--- config.mk ---
export PLATFORM = sky130hd
export DESIGN_NAME = pca_config_bank
export DESIGN_NICKNAME = d
export VERILOG_FILES = /design/src/logic/pca_pkg.sv /design/src/logic/pca_spi_slave.sv /design/src/logic/pca_tw_build.sv /design/src/logic/pca_config_bank.sv
export VERILOG_INCLUDE_DIRS = /design/src /design/src/logic
export SDC_FILE = /design/constraint.sdc
export NUM_CORES = 1
export LEC_CHECK = 0
export BUFFER_PORTS_ARGS = -buffer_cell sky130_fd_sc_hd__buf_2
export CAP_MARGIN = 20
export CORE_MARGIN = 2
export CORE_UTILIZATION = 30
export CTS_BUF_LIST = sky130_fd_sc_hd__clkbuf_8
export CTS_CLUSTER_DIAMETER = 80
export DETAILED_ROUTE_END_ITERATION = 12
export GPL_ROUTABILITY_DRIVEN = 0
export PLACE_DENSITY = 0.58
export SYNTH_ARGS = -nofsm -noshare
export SYNTH_HDL_FRONTEND = slang
export SYNTH_HIERARCHICAL = 1
export SYNTH_SLANG_ARGS = --single-unit
--- constraint.sdc ---
create_clock -name clk_i -period 7.59 [get_ports clk_i]
set_input_delay 1.518 -clock clk_i [delete_from_list [all_inputs] [get_ports clk_i]]
set_output_delay 1.518 -clock clk_i [all_outputs]
set_load 0.01 [all_outputs]
--- src/logic/pca_defines.svh ---
// Register offsets, field positions, reset values and frame counts of the config bank
`ifndef PCA_DEFINES_SVH
`define PCA_DEFINES_SVH

`define PCA_ADDR_W          15
`define PCA_DATA_W          16
`define PCA_OFS_PAT_CTL     15'h0045
`define PCA_OFS_TW_CFG      15'h0047
`define PCA_OFS_CHAN_FIRST  15'h0050
`define PCA_OFS_CHAN_LAST   15'h005B
`define PCA_OFS_CH4_DELAY   15'h0050
`define PCA_OFS_CH4_BEGIN   15'h0051
`define PCA_OFS_CH4_END     15'h0052
`define PCA_OFS_CH4_CYCLES  15'h0053
`define PCA_OFS_CH3_DELAY   15'h0054
`define PCA_OFS_CH3_BEGIN   15'h0055
`define PCA_OFS_CH3_END     15'h0056
`define PCA_OFS_CH3_CYCLES  15'h0057
`define PCA_OFS_CH2_DELAY   15'h0058
`define PCA_OFS_CH2_BEGIN   15'h0059
`define PCA_OFS_CH2_END     15'h005A
`define PCA_OFS_CH2_CYCLES  15'h005B
`define PCA_FLD_DELAY       2'h0
`define PCA_FLD_BEGIN       2'h1
`define PCA_FLD_END         2'h2
`define PCA_FLD_CYCLES      2'h3
`define PCA_PTR_MSB         15
`define PCA_PTR_LSB         4
`define PCA_TW_EN_BIT       0
`define PCA_SHIFT_MSB       4
`define PCA_RST_DELAY       16'h0000
`define PCA_RST_PTR         16'h0000
`define PCA_RST_CYCLES      16'h0001
`define PCA_RST_CFG         16'h0000
`define PCA_SHIFT_MAX       5'h10
`define PCA_INSTR_BITS      5'h10
`define PCA_FRAME_BITS      6'h20
`define PCA_RW_BIT          15

`endif

--- src/logic/pca_pkg.sv ---
// Types shared by the pattern channel configuration bank
package pca_pkg;

	typedef struct packed {
		logic [15:0] begin_delay;
		logic [11:0] begin_pointer;
		logic [11:0] end_pointer;
		logic [15:0] tone_cycles;
	} pca_chan_s;

	typedef struct packed {
		logic        strobe;
		logic [14:0] addr;
		logic [15:0] data;
	} pca_wr_s;

	typedef enum logic [2:0] {
		SPI_IDLE  = 3'b001,
		SPI_INSTR = 3'b010,
		SPI_DATA  = 3'b100
	} pca_spi_e;

endpackage : pca_pkg

--- src/logic/pca_spi_slave.sv ---
// Serial configuration port: 16-bit instruction then 16-bit data, MSB first
`timescale 1ns/100ps
`include "pca_defines.svh"

module pca_spi_slave (
	input  wire logic             clk_i,
	input  wire logic             rst_i,
	input  wire logic             cs_n_i,
	input  wire logic             sclk_i,
	input  wire logic             sdi_i,
	output logic                  sdo_o,
	output logic                  sdo_oe_o,
	output logic [14:0]           rd_addr_o,
	input  wire logic [15:0]      rd_data_i,
	output pca_pkg::pca_wr_s      wr_o
);

	pca_pkg::pca_spi_e state_q, state_d;
	logic       sclk_q, sclk_d;
	logic [5:0] cnt_q, cnt_d;
	logic [15:0] sh_q, sh_d;
	logic [15:0] rdsh_q, rdsh_d;
	logic        read_q, read_d;
	logic [14:0] addr_q, addr_d;
	logic        sdo_q, sdo_d;
	pca_pkg::pca_wr_s wr_q, wr_d;
	logic        rise;
	logic        fall;

	assign rise      = sclk_i & ~sclk_q;
	assign fall      = ~sclk_i & sclk_q;
	assign rd_addr_o = sh_q[14:0];
	assign sdo_o     = sdo_q;
	// Drive only during the data half of a read
	assign sdo_oe_o  = (state_q == pca_pkg::SPI_DATA) & read_q & ~cs_n_i;
	assign wr_o      = wr_q;

	always_comb
	begin
		state_d = state_q;
		sclk_d  = sclk_i;
		cnt_d   = cnt_q;
		sh_d    = sh_q;
		rdsh_d  = rdsh_q;
		read_d  = read_q;
		addr_d  = addr_q;
		sdo_d   = sdo_q;
		wr_d    = '0;
		if (cs_n_i)
		begin
			state_d = pca_pkg::SPI_IDLE;
			cnt_d   = 6'h00;
		end
		else
		begin
			case (state_q)
				pca_pkg::SPI_IDLE:
					state_d = pca_pkg::SPI_INSTR;
				pca_pkg::SPI_INSTR:
					if (rise)
					begin
						sh_d  = {sh_q[14:0], sdi_i};
						cnt_d = cnt_q + 6'h01;
						if (cnt_q[4:0] == (`PCA_INSTR_BITS - 5'h01))
						begin
							read_d  = sh_q[14];
							addr_d  = {sh_q[13:0], sdi_i};
							state_d = pca_pkg::SPI_DATA;
						end
					end
				pca_pkg::SPI_DATA:
				begin
					// Load only before the first fall, else the word reloads and repeats its MSB
					if ((cnt_q == {1'b0, `PCA_INSTR_BITS}) && sclk_q)
						rdsh_d = rd_data_i;
					if (rise)
					begin
						sh_d  = {sh_q[14:0], sdi_i};
						cnt_d = cnt_q + 6'h01;
						if (cnt_q == (`PCA_FRAME_BITS - 6'h01))
						begin
							wr_d.strobe = ~read_q;
							wr_d.addr   = addr_q;
							wr_d.data   = {sh_q[14:0], sdi_i};
							cnt_d       = 6'h00;
							state_d     = pca_pkg::SPI_INSTR;
						end
					end
					if (fall & read_q)
					begin
						sdo_d  = rdsh_q[15];
						rdsh_d = {rdsh_q[14:0], 1'b0};
					end
				end
				default:
					state_d = pca_pkg::SPI_IDLE;
			endcase
		end
	end

	always_ff @(posedge clk_i or posedge rst_i)
	begin
		if (rst_i)
		begin
			state_q <= pca_pkg::SPI_IDLE;
			sclk_q  <= 1'b0;
			cnt_q   <= 6'h00;
			sh_q    <= 16'h0000;
			rdsh_q  <= 16'h0000;
			read_q  <= 1'b0;
			addr_q  <= 15'h0000;
			sdo_q   <= 1'b0;
			wr_q    <= '0;
		end
		else
		begin
			state_q <= state_d;
			sclk_q  <= sclk_d;
			cnt_q   <= cnt_d;
			sh_q    <= sh_d;
			rdsh_q  <= rdsh_d;
			read_q  <= read_d;
			addr_q  <= addr_d;
			sdo_q   <= sdo_d;
			wr_q    <= wr_d;
		end
	end

endmodule : pca_spi_slave

--- src/logic/pca_tw_build.sv ---
// Tuning word register fed from the register map or from pattern RAM words
`timescale 1ns/100ps
`include "pca_defines.svh"

module pca_tw_build #(
	parameter int TW_W  = 24,
	parameter int RAM_W = 12
) (
	input  wire logic             clk_i,
	input  wire logic             rst_i,
	input  wire logic             ram_tuning_word_enable_i,
	input  wire logic [4:0]       ram_word_shift_select_i,
	input  wire logic [RAM_W-1:0] ram_data_i,
	input  wire logic             ram_data_valid_i,
	input  wire logic [TW_W-1:0]  map_tuning_word_i,
	output logic [TW_W-1:0]       tone_tuning_word_o
);

	logic [TW_W-1:0] tw_q, tw_d;

	// Top n bits kept, RAM word right behind them, truncated past the LSB
	function automatic logic [TW_W-1:0] assemble(input logic [TW_W-1:0] cur,
	                                             input logic [RAM_W-1:0] ram,
	                                             input logic [4:0] n);
		logic [TW_W+RAM_W-1:0] wide;
		logic [TW_W-1:0]       keep;
		wide = {ram, {TW_W{1'b0}}} >> n;
		keep = cur & ~({TW_W{1'b1}} >> n);
		return keep | wide[TW_W+RAM_W-1:RAM_W];
	endfunction : assemble

	assign tone_tuning_word_o = tw_q;

	always_comb
	begin
		tw_d = tw_q;
		if (!ram_tuning_word_enable_i)
			tw_d = map_tuning_word_i; // RQ8
		else if (ram_data_valid_i && ram_word_shift_select_i <= `PCA_SHIFT_MAX)
			tw_d = assemble(tw_q, ram_data_i, ram_word_shift_select_i); // RQ1 RQ2 RQ3 RQ9
	end

	always_ff @(posedge clk_i or posedge rst_i)
	begin
		if (rst_i)
			tw_q <= '0;
		else
			tw_q <= tw_d;
	end

endmodule : pca_tw_build

--- src/logic/pca_config_bank.sv ---
// Pattern channel configuration bank behind the serial port
`timescale 1ns/100ps
`include "pca_defines.svh"

////////////////////////////////////////////////////////////////////////////////
// Contract
// RQ1 - Codes 7..12: kept top N bits, twelve RAM bits, zero fill below.
// RQ2 - Codes 13..16: kept top N bits, upper RAM bits; others reserved.
// RQ3 - Codes 8 and 9 pad four and three zeros, word stays 24 bits.
// RQ4 - Each channel has a 16-bit begin delay, reset zero.
// RQ5 - Each channel has a 12-bit begin pointer in bits 15:4, reset zero.
// RQ6 - Each channel has a 12-bit end pointer in bits 15:4, reset zero.
// RQ7 - Each channel has a 16-bit tone cycle count, reset one.
// RQ8 - RAM-sourced tuning word needs the enable; otherwise map word used.
// RQ9 - Codes 0..6: RAM bits below top N kept bits, zero fill.
module pca_config_bank #(
	parameter int NCH   = 3,
	parameter int TW_W  = 24,
	parameter int RAM_W = 12
) (
	input  wire logic             clk_i,
	input  wire logic             rst_i,
	input  wire logic             cs_n_i,
	input  wire logic             sclk_i,
	input  wire logic             sdi_i,
	output logic                  sdo_o,
	output logic                  sdo_oe_o,
	input  wire logic [RAM_W-1:0] ram_data_i,
	input  wire logic             ram_data_valid_i,
	input  wire logic [TW_W-1:0]  map_tuning_word_i,
	output logic [TW_W-1:0]       tone_tuning_word_o,
	output logic                  ram_tuning_word_enable_o,
	output logic [4:0]            ram_word_shift_select_o,
	output pca_pkg::pca_chan_s    ch4_cfg_o,
	output pca_pkg::pca_chan_s    ch3_cfg_o,
	output pca_pkg::pca_chan_s    ch2_cfg_o
);

	////////////////////////////////////////////////////////////////////////////////
	// Storage

	logic [15:0]      chan_q [NCH][4];
	logic [15:0]      chan_d [NCH][4];
	logic [15:0]      pat_ctl_q, pat_ctl_d;
	logic [15:0]      tw_cfg_q, tw_cfg_d;
	logic [14:0]      rd_addr;
	logic [15:0]      rd_data;
	pca_pkg::pca_wr_s wr;

	////////////////////////////////////////////////////////////////////////////////
	// Decode helpers

	function automatic logic chan_hit(input logic [14:0] a);
		return (a >= `PCA_OFS_CHAN_FIRST) && (a <= `PCA_OFS_CHAN_LAST);
	endfunction : chan_hit

	// Channel 0 is the highest-numbered DAC, four words apart
	function automatic logic [1:0] chan_index(input logic [14:0] a);
		logic [14:0] rel;
		rel = a - `PCA_OFS_CHAN_FIRST;
		return rel[3:2];
	endfunction : chan_index

	function automatic logic [15:0] field_reset(input logic [1:0] f);
		logic [15:0] v;
		case (f)
			`PCA_FLD_DELAY:  v = `PCA_RST_DELAY;
			`PCA_FLD_BEGIN:  v = `PCA_RST_PTR;
			`PCA_FLD_END:    v = `PCA_RST_PTR;
			`PCA_FLD_CYCLES: v = `PCA_RST_CYCLES;
			default:         v = 16'h0000;
		endcase
		return v;
	endfunction : field_reset

	function automatic pca_pkg::pca_chan_s pack_chan(input logic [15:0] dly,
	                                                 input logic [15:0] bgn,
	                                                 input logic [15:0] fin,
	                                                 input logic [15:0] cyc);
		pca_pkg::pca_chan_s c;
		c.begin_delay   = dly; // RQ4
		c.begin_pointer = bgn[`PCA_PTR_MSB:`PCA_PTR_LSB]; // RQ5
		c.end_pointer   = fin[`PCA_PTR_MSB:`PCA_PTR_LSB]; // RQ6
		c.tone_cycles   = cyc; // RQ7
		return c;
	endfunction : pack_chan

	////////////////////////////////////////////////////////////////////////////////
	// Serial port

	pca_spi_slave u_spi (
		.clk_i     (clk_i),
		.rst_i     (rst_i),
		.cs_n_i    (cs_n_i),
		.sclk_i    (sclk_i),
		.sdi_i     (sdi_i),
		.sdo_o     (sdo_o),
		.sdo_oe_o  (sdo_oe_o),
		.rd_addr_o (rd_addr),
		.rd_data_i (rd_data),
		.wr_o      (wr)
	);

	////////////////////////////////////////////////////////////////////////////////
	// Register writes

	always_comb
	begin
		for (int c = 0; c < NCH; c++)
		begin
			for (int f = 0; f < 4; f++)
			begin
				chan_d[c][f] = chan_q[c][f];
			end
		end
		pat_ctl_d = pat_ctl_q;
		tw_cfg_d  = tw_cfg_q;
		if (wr.strobe)
		begin
			if (chan_hit(wr.addr))
				chan_d[chan_index(wr.addr)][wr.addr[1:0]] = wr.data; // RQ4 RQ5 RQ6 RQ7
			else if (wr.addr == `PCA_OFS_PAT_CTL)
				pat_ctl_d = wr.data;
			else if (wr.addr == `PCA_OFS_TW_CFG)
				tw_cfg_d = wr.data;
		end
	end

	always_ff @(posedge clk_i or posedge rst_i)
	begin
		if (rst_i)
		begin
			for (int c = 0; c < NCH; c++)
			begin
				for (int f = 0; f < 4; f++)
				begin
					chan_q[c][f] <= field_reset(2'(f)); // RQ4 RQ5 RQ6 RQ7
				end
			end
			pat_ctl_q <= `PCA_RST_CFG;
			tw_cfg_q  <= `PCA_RST_CFG;
		end
		else
		begin
			for (int c = 0; c < NCH; c++)
			begin
				for (int f = 0; f < 4; f++)
				begin
					chan_q[c][f] <= chan_d[c][f];
				end
			end
			pat_ctl_q <= pat_ctl_d;
			tw_cfg_q  <= tw_cfg_d;
		end
	end

	////////////////////////////////////////////////////////////////////////////////
	// Register reads

	// Reserved bits are stored, so software reads back what it wrote
	always_comb
	begin
		rd_data = 16'h0000;
		if (chan_hit(rd_addr))
			rd_data = chan_q[chan_index(rd_addr)][rd_addr[1:0]];
		else if (rd_addr == `PCA_OFS_PAT_CTL)
			rd_data = pat_ctl_q;
		else if (rd_addr == `PCA_OFS_TW_CFG)
			rd_data = tw_cfg_q;
	end

	////////////////////////////////////////////////////////////////////////////////
	// Outputs to the pattern engine and tone generator

	assign ram_tuning_word_enable_o = pat_ctl_q[`PCA_TW_EN_BIT];
	assign ram_word_shift_select_o  = tw_cfg_q[`PCA_SHIFT_MSB:0];

	assign ch4_cfg_o = pack_chan(chan_q[0][0], chan_q[0][1], chan_q[0][2], chan_q[0][3]);
	assign ch3_cfg_o = pack_chan(chan_q[1][0], chan_q[1][1], chan_q[1][2], chan_q[1][3]);
	assign ch2_cfg_o = pack_chan(chan_q[2][0], chan_q[2][1], chan_q[2][2], chan_q[2][3]);

	// Word follows the map word while the RAM source is disabled, else changes only on a valid RAM word
	pca_tw_build #(
		.TW_W  (TW_W),
		.RAM_W (RAM_W)
	) u_tw (
		.clk_i                    (clk_i),
		.rst_i                    (rst_i),
		.ram_tuning_word_enable_i (pat_ctl_q[`PCA_TW_EN_BIT]), // RQ8
		.ram_word_shift_select_i  (tw_cfg_q[`PCA_SHIFT_MSB:0]), // RQ1 RQ2 RQ9
		.ram_data_i               (ram_data_i),
		.ram_data_valid_i         (ram_data_valid_i),
		.map_tuning_word_i        (map_tuning_word_i),
		.tone_tuning_word_o       (tone_tuning_word_o)
	);

endmodule : pca_config_bank

==> impl_metrics.toml, run 1 <==
[status]
outcome = "finished clean"

[grt]
grt_usage_pct = 16.5
grt_first_pass_wirelength_um = 76400
grt_antenna_before_repair = 1
grt_start_max_net_pins = 164
global_route.overflow_total = 0
grt_pass1_vias = 11872

[yosys]
synth_async_reset_ratio_pct = 100
post_synth_inst_count = 1425
yosys_warning_total = 6
synth.ff_latch_count = 338
synth_edf_count = 0
ys_dominant_reg_cell = "sky130_fd_sc_hd__dfrtp_1"
synthesis.area_um2 = 17800
synth_fp_nets = 1470
synthesis.area_per_instance_um2 = 12.5
ys_seq_area_share_pct = 47.6
ys_types = 75

[power_and_ir_drop]
clockPowerShare_pct = 45.4
switching_share_pct = 25.3
share_seq_of_total_power_pct = 47.6
net_switching_component_of_the_power_uw = 972
cellPowerDensity_nw_per_um2 = 195
internal_power_uw = 2860
combPwrFrac_pct = 7.0
max-vdd-ir-drop_mv = 0.142
leak_uw = 0.00974

[worst_hold_path]
worst_hold_path_type = "reg -> reg"

[cts]
cts.path.max_buffers = 3
clk_transition_reported_paths_ns = 0.06
clock_tree.root_cell = "sky130_fd_sc_hd__clkbuf_8"
clock_latency_ns = 0.68
tritoncts_clock_tree = "done"
postCtsResizedCells = 0
hold_buffer_count_at_cts = 0
cts_num_sinks = 338
postCtsSetupRepairBufs = 0
h_tree_depth = 2
cts-buffers-inserted = 60

[floorplanning]
die_h_um = 248
io_pins = 242
num_rows = 89
start_util_pct = 30.3
core_region_area_um2 = 58800
die-width_um = 248
die_area_um2 = 61300

[placement]
port_buffers = 241
place_inst = 2192
worst_slack_placed_ns = 3.63
place_area_um2 = 18400
hpwlAfterDp_um = 34800

[timing]
tightest_slew_ns = 1.14
setup_viol = 0
totalNegativeSetupSlack_ns = 0
final-max-slew-violation-count = 0
fin_ws_ns = 3.62
finalCritPeriodShare_pct = 52.3
clock_skew_ns = 0.0666
final_period_minus_worst_setup_slack_ns = 3.97
remaining_max_slew_budget_at_the_tightest_pin_pct = 24.2
grt_setup_unrepaired = "no"
timing.final.hold_violations = 0
fmaxAchievable_mhz = 252

[route]
vias_per_cell = 5.12
totalWireLength_um = 51700
post-route-drc-count = 0
antenna_violating_nets_post_route = 0
detailroute.via_count = 11796
drtIter0Drc = 848
drt-wirelength-per-cell_um = 22.4
drt_first_pass_iters = 6

[finish]
layout_commonest_cell = "sky130_fd_sc_hd__dfrtp_1"
commonest_cells_after_routing_fill_and_taps_aside = "sky130_fd_sc_hd__dfrtp_1 (332), sky130_fd_sc_hd__mux2_2 (308), sky130_fd_sc_hd__buf_2 (241), sky130_fd_sc_hd__clkbuf_8 (78), sky130_fd_sc_hd__a221o_1 (46)"
design.final.nets = 1529
post_route_cells_drive_above_1_share_pct = 47.4
area.growth.synth_to_final_pct = 10.7
design_area_um2 = 19700
finish.cell_count_without_fillers = 2306

[setup_path]
arrival_ns = 2.45
crit_path_max_fanout = 13
timing.critical_path.to_type = "primary output"
critPathKind = "in -> out"
reg2reg_setup_slack_ns = 4.24
worst-endpoint-required_ns = 6.07
start_kind = "primary input"

[run]
timing.max_cap.violations = 0
==> through the flow <==
stage | total power [uW] | hold WS, ns | utilization (%)
6_report | 3840 | 0.474 | 33.5
5_1_grt | 4000 | 0.494 | 33.5
4_1_cts | 3890 | 0.480 | 33.4
3_5_place_dp | 2120 | 0.467 | 31.3
3_3_place_gp | 2120 | 0.458 | 31.3
2_1_floorplan | 2020 | 0.426 | -
==> final timing paths <==
kind	startpoint	end	cells past startpoint
setup / recovery	cs_n_i	sdo_oe_o	4
hold / removal	u_spi/addr_q[8]	u_spi/wr_o[24]	1
setup reg to reg	u_spi/sh_q[2]	u_spi/rdsh_q[3]	7
hold reg to reg	u_spi/addr_q[8]	u_spi/wr_o[24]	1
max in group asynchronous	rst_i	ch2_cfg_o[31]	4
min in group asynchronous	rst_i	u_tw/tone_tuning_word_o[9]	2
==> synthesized netlist by cell type (16+ instances only) <==
master	n	share of area, %
sky130_fd_sc_hd__nand4_1	20	0.70
sky130_fd_sc_hd__a221o_1	46	2.6
sky130_fd_sc_hd__inv_1	16	0.34
sky130_fd_sc_hd__and2_1	39	1.4
sky130_fd_sc_hd__nor2_1	26	0.55
sky130_fd_sc_hd__mux2i_1	45	2.5
sky130_fd_sc_hd__o21ai_0	28	0.79
sky130_fd_sc_hd__dfrtp_1	334	47
sky130_fd_sc_hd__clkbuf_1	53	1.1
sky130_fd_sc_hd__mux2_2	308	19
sky130_fd_sc_hd__o2bb2ai_1	17	0.84
sky130_fd_sc_hd__buf_4	184	7.8
sky130_fd_sc_hd__o221ai_1	20	0.98
sky130_fd_sc_hd__mux2_1	24	1.5
sky130_fd_sc_hd__nand2_1	37	0.78
==> power by group through the flow <==
stage / Clock, uW / Sequential, uW / Combinational, uW
2_1_floorplan: 0 / 1860 / 157
3_3_place_gp: 0 / 1860 / 265
3_5_place_dp: 0 / 1860 / 265
4_1_cts: 1800 / 1820 / 267
5_1_grt: 1880 / 1830 / 291
6_report: 1740 / 1830 / 269
==> flip-flops by register name, summed over array words and instances, names as in the netlist, 16 cells and up, named ones only <==
name,cells
ch2_cfg_o,56
ch3_cfg_o,56
ch4_cfg_o,56
u_spi/wr_o,32
chan_q,24
u_tw/tone_tuning_word_o,23
pat_ctl_q,16
tw_cfg_q,16
u_spi/rdsh_q,16
==> area by class of cell <==
cell class	instances	area (um2)
fillers	5917	39100
flip-flops and latches	338	8470
multi-input cells	797	7480
repair buffers	271	1470
clock buffers	78	1070
well taps	773	967
clock inverters	31	176
inverters	16	65.1
diodes	2	5.00
==> layer usage <==
metal | track usage (%) | vias to the layer above | share of wire (%)
met5 | 0 | - | 0
met4 | 6.06 | 0 | 3.2
met3 | 3.74 | 95 | 6.6
met2 | 25.7 | 426 | 46
met1 | 22.4 | 6107 | 44
li1 | - | 5168 | -
==> worst max-delay path, cell delays in order <==
cell and delay [ns]:
sky130_fd_sc_hd__buf_2 0.20, sky130_fd_sc_hd__nor4b_2 0.39, sky130_fd_sc_hd__and2_1 0.21, sky130_fd_sc_hd__buf_2 0.14
==> cell families (layout without fill, tap and decap cells) <==
logic type      count (synthesis)  after routing  share of synthesized area, %
simple gates                  212            212                          7.49
flops                         338            338                          47.6
other cells                     0              2                             0
buf+inv                       290            396                          10.5
fa+ha+maj                       3              3                         0.211
compound gates                177            177                          7.93
xor+xnor                        3              3                         0.148
mux                           402            402                          26.1
Power figures use the tool's default switching activity.
==> run 2: changes to the inputs <==
- PLACE_DENSITY: 0.58 -> 0.56
- clock period: 7.59 -> 3.9 ns (I/O delays scaled with it)
==> run 2 against run 1 <==
Against the previous run: sequential cell count stayed put; count of clock-buffer cells in the layout is 5 higher; highest routed layer unchanged; total power is 100% higher; critical endpoint is now u_spi/rdsh_q[9].
==> impl_metrics.toml, run 2 (synthesized netlist as in run 1, its figures left out) <==
[floorplanning]
core_region_area_um2 = 58800
die-width_um = 248
start_util_pct = 30.3
die_area_um2 = 61300
num_rows = 89
io_pins = 242
die_h_um = 248

[setup_path]
crit_top_cell = "sky130_fd_sc_hd__mux2_2"
worst-endpoint-required_ns = 4.46
crit_path_max_fanout = 63
start_kind = "flop"
worst_path_largest_cell_delay_ns = 0.52
arrival_ns = 3.46
timing.critical_path.cells = "buf_12, mux2_2, a221o_1, o21ai_0, o221ai_1, mux2_2, mux2_1"
timing.critical_path.to_type = "flop"
critPathKind = "reg -> reg"
critPathSlowestCell = "sky130_fd_sc_hd__dfrtp_4"

[cts]
tritoncts_clock_tree = "done"
postCtsResizedCells = 0
cts-buffers-inserted = 60
clock_tree.root_cell = "sky130_fd_sc_hd__clkbuf_8"
clock_latency_ns = 0.68
clk_transition_reported_paths_ns = 0.06
postCtsSetupRepairBufs = 0
hold_buffer_count_at_cts = 0
cts.path.max_buffers = 3
h_tree_depth = 2
cts_num_sinks = 338

[timing]
remaining_max_slew_budget_at_the_tightest_pin_pct = 31.7
fmaxAchievable_mhz = 345
totalNegativeSetupSlack_ns = 0
clock_skew_ns = 0.0307
finalCritPeriodShare_pct = 74.3
timing.final.hold_violations = 0
tightest_slew_ns = 1.02
final_period_minus_worst_setup_slack_ns = 2.90
grt_setup_unrepaired = "no"
setup_viol = 0
final-max-slew-violation-count = 0

[power_and_ir_drop]
leak_uw = 0.00984
cellPowerDensity_nw_per_um2 = 385
max-vdd-ir-drop_mv = 0.277

[worst_hold_path]
worst_hold_path_type = "in -> async"

[status]
outcome = "finished clean"

[placement]
place_inst = 2199
hpwlAfterDp_um = 36200
port_buffers = 241

[route]
drtIter0Drc = 846
detailroute.via_count = 11839
totalWireLength_um = 51700
vias_per_cell = 5.11
post-route-drc-count = 0
drt-wirelength-per-cell_um = 22.3
drt_first_pass_iters = 7
antenna_violating_nets_post_route = 0

[finish]
commonest_cells_after_routing_fill_and_taps_aside = "sky130_fd_sc_hd__dfrtp_1 (333), sky130_fd_sc_hd__mux2_2 (308), sky130_fd_sc_hd__buf_2 (241), sky130_fd_sc_hd__clkbuf_8 (83), sky130_fd_sc_hd__a221o_1 (46)"
layout_commonest_cell = "sky130_fd_sc_hd__dfrtp_1"
post_route_cells_drive_above_1_share_pct = 48.0
area.growth.synth_to_final_pct = 11.9
design.final.nets = 1535
finish.cell_count_without_fillers = 2316

[grt]
grt_pass1_vias = 11809
global_route.overflow_total = 0
grt_start_max_net_pins = 119
grt_usage_pct = 16.5
grt_antenna_before_repair = 1
grt_first_pass_wirelength_um = 76700

[run]
timing.max_cap.violations = 0
[run 2: changes by cell type in the layout (fill, tap and decap cells not counted), sizes merged, moves of 4 or more]
cell and delta:
clkinv +5, buf +7, inv -7, clkbuf +4
[run 2: where the power goes]
group | leakage [uW] | internal [uW] | total, uW | switching [uW]
clock | 0.000756 | 2040 | 3600 | 1570
sequential | 0.00464 | 3530 | 3560 | 24.8
combinational | 0.00444 | 191 | 510 | 319
total | 0.00984 | 5760 | 7670 | 1910
[run 2: worst max-delay path, delay by kind of cell, from the launching register on]
kind                   cells  cell delay [ns]
AO/OA/AOI/OAI              3             0.81
buffers and inverters      1             0.37
multiplexers               3             0.99
flip-flops                 1             0.52
[run 2: final timing paths]
path / start / to / slack, ns / depth (start not counted)
setup / recovery: u_spi/sh_q[2] / u_spi/rdsh_q[9] / 1.00 / 7
hold / removal: rst_i / u_tw/tone_tuning_word_o[15] / 0.08 / 2
setup reg to reg: u_spi/sh_q[2] / u_spi/rdsh_q[9] / 1.00 / 7
hold reg to reg: u_spi/addr_q[11] / u_spi/wr_o[27] / 0.47 / 1
max in group asynchronous: rst_i / ch2_cfg_o[10] / 2.62 / 3
min in group clk_i: sclk_i / u_spi/sclk_q / 0.30 / 1
[run 2: cell type report]
class / count / area, um2
clock inverters: 29 / 204
diodes: 3 / 7.51
multi-input cells: 797 / 7480
fillers: 5854 / 38900
repair buffers: 277 / 1580
well taps: 773 / 967
inverters: 16 / 65.1
clock buffers: 83 / 1140
flip-flops and latches: 338 / 8470
[run 2: metrics by stage]
| stage | worst slack [ns] | instance area, um2 | hold WS, ns | power (uW) | utilization [%] |
|---|---|---|---|---|---|
| floorplan | 0.198 | 17800 | 0.426 | 3920 | - |
| global placement | 1.10 | 18500 | 0.459 | 4110 | 31.4 |
| detailed placement | 1.06 | 18500 | 0.465 | 4120 | 31.5 |
| CTS | 1.03 | 19900 | 0.185 | 7760 | 33.8 |
| global route | 0.935 | 19900 | 0.0497 | 7970 | 33.9 |
| finish | 1.00 | 19900 | 0.0797 | 7670 | 33.9 |
[run 2: routing by layer]
| metal | GRT usage (%) | part of all wire [%] | vias up |
|---|---|---|---|
| li1 | - | - | 5197 |
| met1 | 23.1 | 46 | 6192 |
| met5 | 0 | 0 | - |
| met3 | 3.89 | 6.3 | 66 |
| met4 | 4.67 | 2.1 | 0 |
| met2 | 25.4 | 46 | 384 |
==> run 3: changes to the inputs <==
- clock period: 3.9 -> 2.9 ns (I/O delays scaled with it)
==> run 3 against run 2 <==
Against the previous run: final area increased by 0.19%; die area unchanged; register-to-register slack got worse by 0.53 ns.
==> impl_metrics.toml, run 3 (synthesized netlist as in run 1, its figures left out) <==
[status]
outcome = "finished clean"

[cts]
cts_num_sinks = 338
h_tree_depth = 2
cts.path.max_buffers = 3
postCtsSetupRepairBufs = 0
clock_latency_ns = 0.67
cts-buffers-inserted = 59
postCtsResizedCells = 0
tritoncts_clock_tree = "done"
clock_tree.root_cell = "sky130_fd_sc_hd__clkbuf_8"
clk_transition_reported_paths_ns = 0.06
hold_buffer_count_at_cts = 1

[setup_path]
arrival_ns = 1.94
critPathLaunch = "tw_cfg_q[0]"
critPathSlowestCell = "sky130_fd_sc_hd__dfrtp_1"
worst_path_largest_cell_delay_ns = 0.70
timing.critical_path.to_type = "primary output"
crit_path_max_fanout = 19
worstSetupEndpoint = "ram_word_shift_select_o[0]"
worstReg2RegEnd = "u_spi/rdsh_q[8]"
r2r-start = "u_spi/sh_q[2]"
ff2ff_path_depth = 7
worst-endpoint-required_ns = 2.32
reg2reg_setup_slack_ns = 0.47
timing.critical_path.cells = "buf_4, buf_2"
start_kind = "flop"
critPathKind = "reg -> out"

[grt]
globalRouteMet1Util_pct = 23.9
grtUsageMet2_pct = 25.3
busiest_layer = "met2"
grt_antenna_before_repair = 2
global_route.overflow_total = 0
grt_first_pass_wirelength_um = 78200
grt_start_max_net_pins = 73
use_met3_pct = 3.89
grt_pass1_vias = 11967
grt_usage_pct = 16.8

[timing]
setup_viol = 0
grt_setup_unrepaired = "no"
final-max-slew-violation-count = 0
fin_worst_hold_slack_ns = 0.0957
tightest_slew_ns = 0.879
finalCritPeriodShare_pct = 86.9
clock_skew_ns = 0.0533
final_period_minus_worst_setup_slack_ns = 2.52
totalNegativeSetupSlack_ns = 0
remaining_max_slew_budget_at_the_tightest_pin_pct = 41.4
timing.final.hold_violations = 0
fmaxAchievable_mhz = 397

[finish]
area.growth.synth_to_final_pct = 12.2
layout_commonest_cell = "sky130_fd_sc_hd__dfrtp_1"
multiInputGateArea_um2 = 7480
post_route_cells_drive_above_1_share_pct = 48.1
commonest_cells_after_routing_fill_and_taps_aside = "sky130_fd_sc_hd__dfrtp_1 (333), sky130_fd_sc_hd__mux2_2 (308), sky130_fd_sc_hd__buf_2 (241), sky130_fd_sc_hd__clkbuf_8 (80), sky130_fd_sc_hd__a221o_1 (46)"
regArea_um2 = 8470
num-fill-cells = 5909
design.final.nets = 1553

[power_and_ir_drop]
cellPowerDensity_nw_per_um2 = 500
leak_uw = 0.00987
max-vdd-ir-drop_mv = 0.299

[worst_hold_path]
worst_hold_path_type = "in -> reg"

[route]
drt_first_pass_iters = 5
totalWireLength_um = 52000
antenna_violating_nets_post_route = 0
drt-wirelength-per-cell_um = 22.4
drtIter0Drc = 703
detailroute.via_count = 11722
post-route-drc-count = 0
vias_per_cell = 5.04

[floorplanning]
die-width_um = 248
start_util_pct = 30.3
io_pins = 242
die_area_um2 = 61300
die_h_um = 248
core_region_area_um2 = 58800
num_rows = 89

[placement]
port_buffers = 241
hpwlAfterDp_um = 37200

[run]
timing.max_cap.violations = 0
## run 3: changes by cell type in the layout (fill, tap and decap cells not counted), moves of 2 or more
cell,previous run,this run
sky130_fd_sc_hd__buf_4,29,45
sky130_fd_sc_hd__clkinv_2,9,3
sky130_fd_sc_hd__buf_12,5,9
sky130_fd_sc_hd__clkbuf_8,83,80
sky130_fd_sc_hd__buf_16,2,0
sky130_fd_sc_hd__diode_2,3,1
sky130_fd_sc_hd__inv_1,28,30
## run 3: worst min path at each step
stage / startpoint / end / slack (ns) / depth (start not counted)
finish: sclk_i / u_spi/sclk_q / 0.1 / 1
global route: sclk_i / u_spi/sclk_q / 0.07 / 1
CTS: sclk_i / u_spi/sclk_q / 0.04 / 1
detailed placement: u_spi/addr_q[11] / u_spi/wr_o[27] / 0.46 / 1
global placement: u_spi/addr_q[3] / u_spi/wr_o[19] / 0.46 / 1
floorplan: u_spi/read_q / u_spi/wr_o[31] / 0.43 / 1
## run 3: cell type report
cell class	instances	area share (%)
diodes	1	0.0125
clock buffers	80	5.52
clock inverters	23	0.684
inverters	16	0.339
multi-input cells	797	37.5
flip-flops and latches	338	42.4
well taps	773	4.85
repair buffers	296	8.69
## run 3: stage by stage
stage / power, uW / cell area (um2) / setup WS [ns] / instances / utilization, %
final: 9980 / 20000 / 0.379 / 2324 / 33.9
after global routing: 10400 / 20000 / 0.221 / 2324 / 33.9
after CTS: 10100 / 20000 / 0.302 / 2323 / 33.9
after detailed placement: 5530 / 18700 / 0.472 / 2219 / 31.8
after global placement: 5520 / 18700 / 0.477 / 2219 / 31.8
after floorplan: 5280 / 17800 / -0.602 / 1425 / -
## run 3: routing by layer
metal	wire length [um]	share of wire [%]	vias to the layer above
li1	-	-	5220
met1	24300	47	6091
met2	23100	45	337
met3	3190	6.1	72
met4	1350	2.6	2
met5	13	0.025	-
## run 3: critical path: cells and delay by family (launching register included)
family	cells	cell delay, ns
buf+inv	2	0.59
flops	1	0.70
## run 3: report_power, final
part	leakage [uW]	total, uW	switching [uW]	internal (uW)
clock	0.000705	4530	2000	2530
combinational	0.00452	671	406	265
sequential	0.00464	4780	30.5	4750
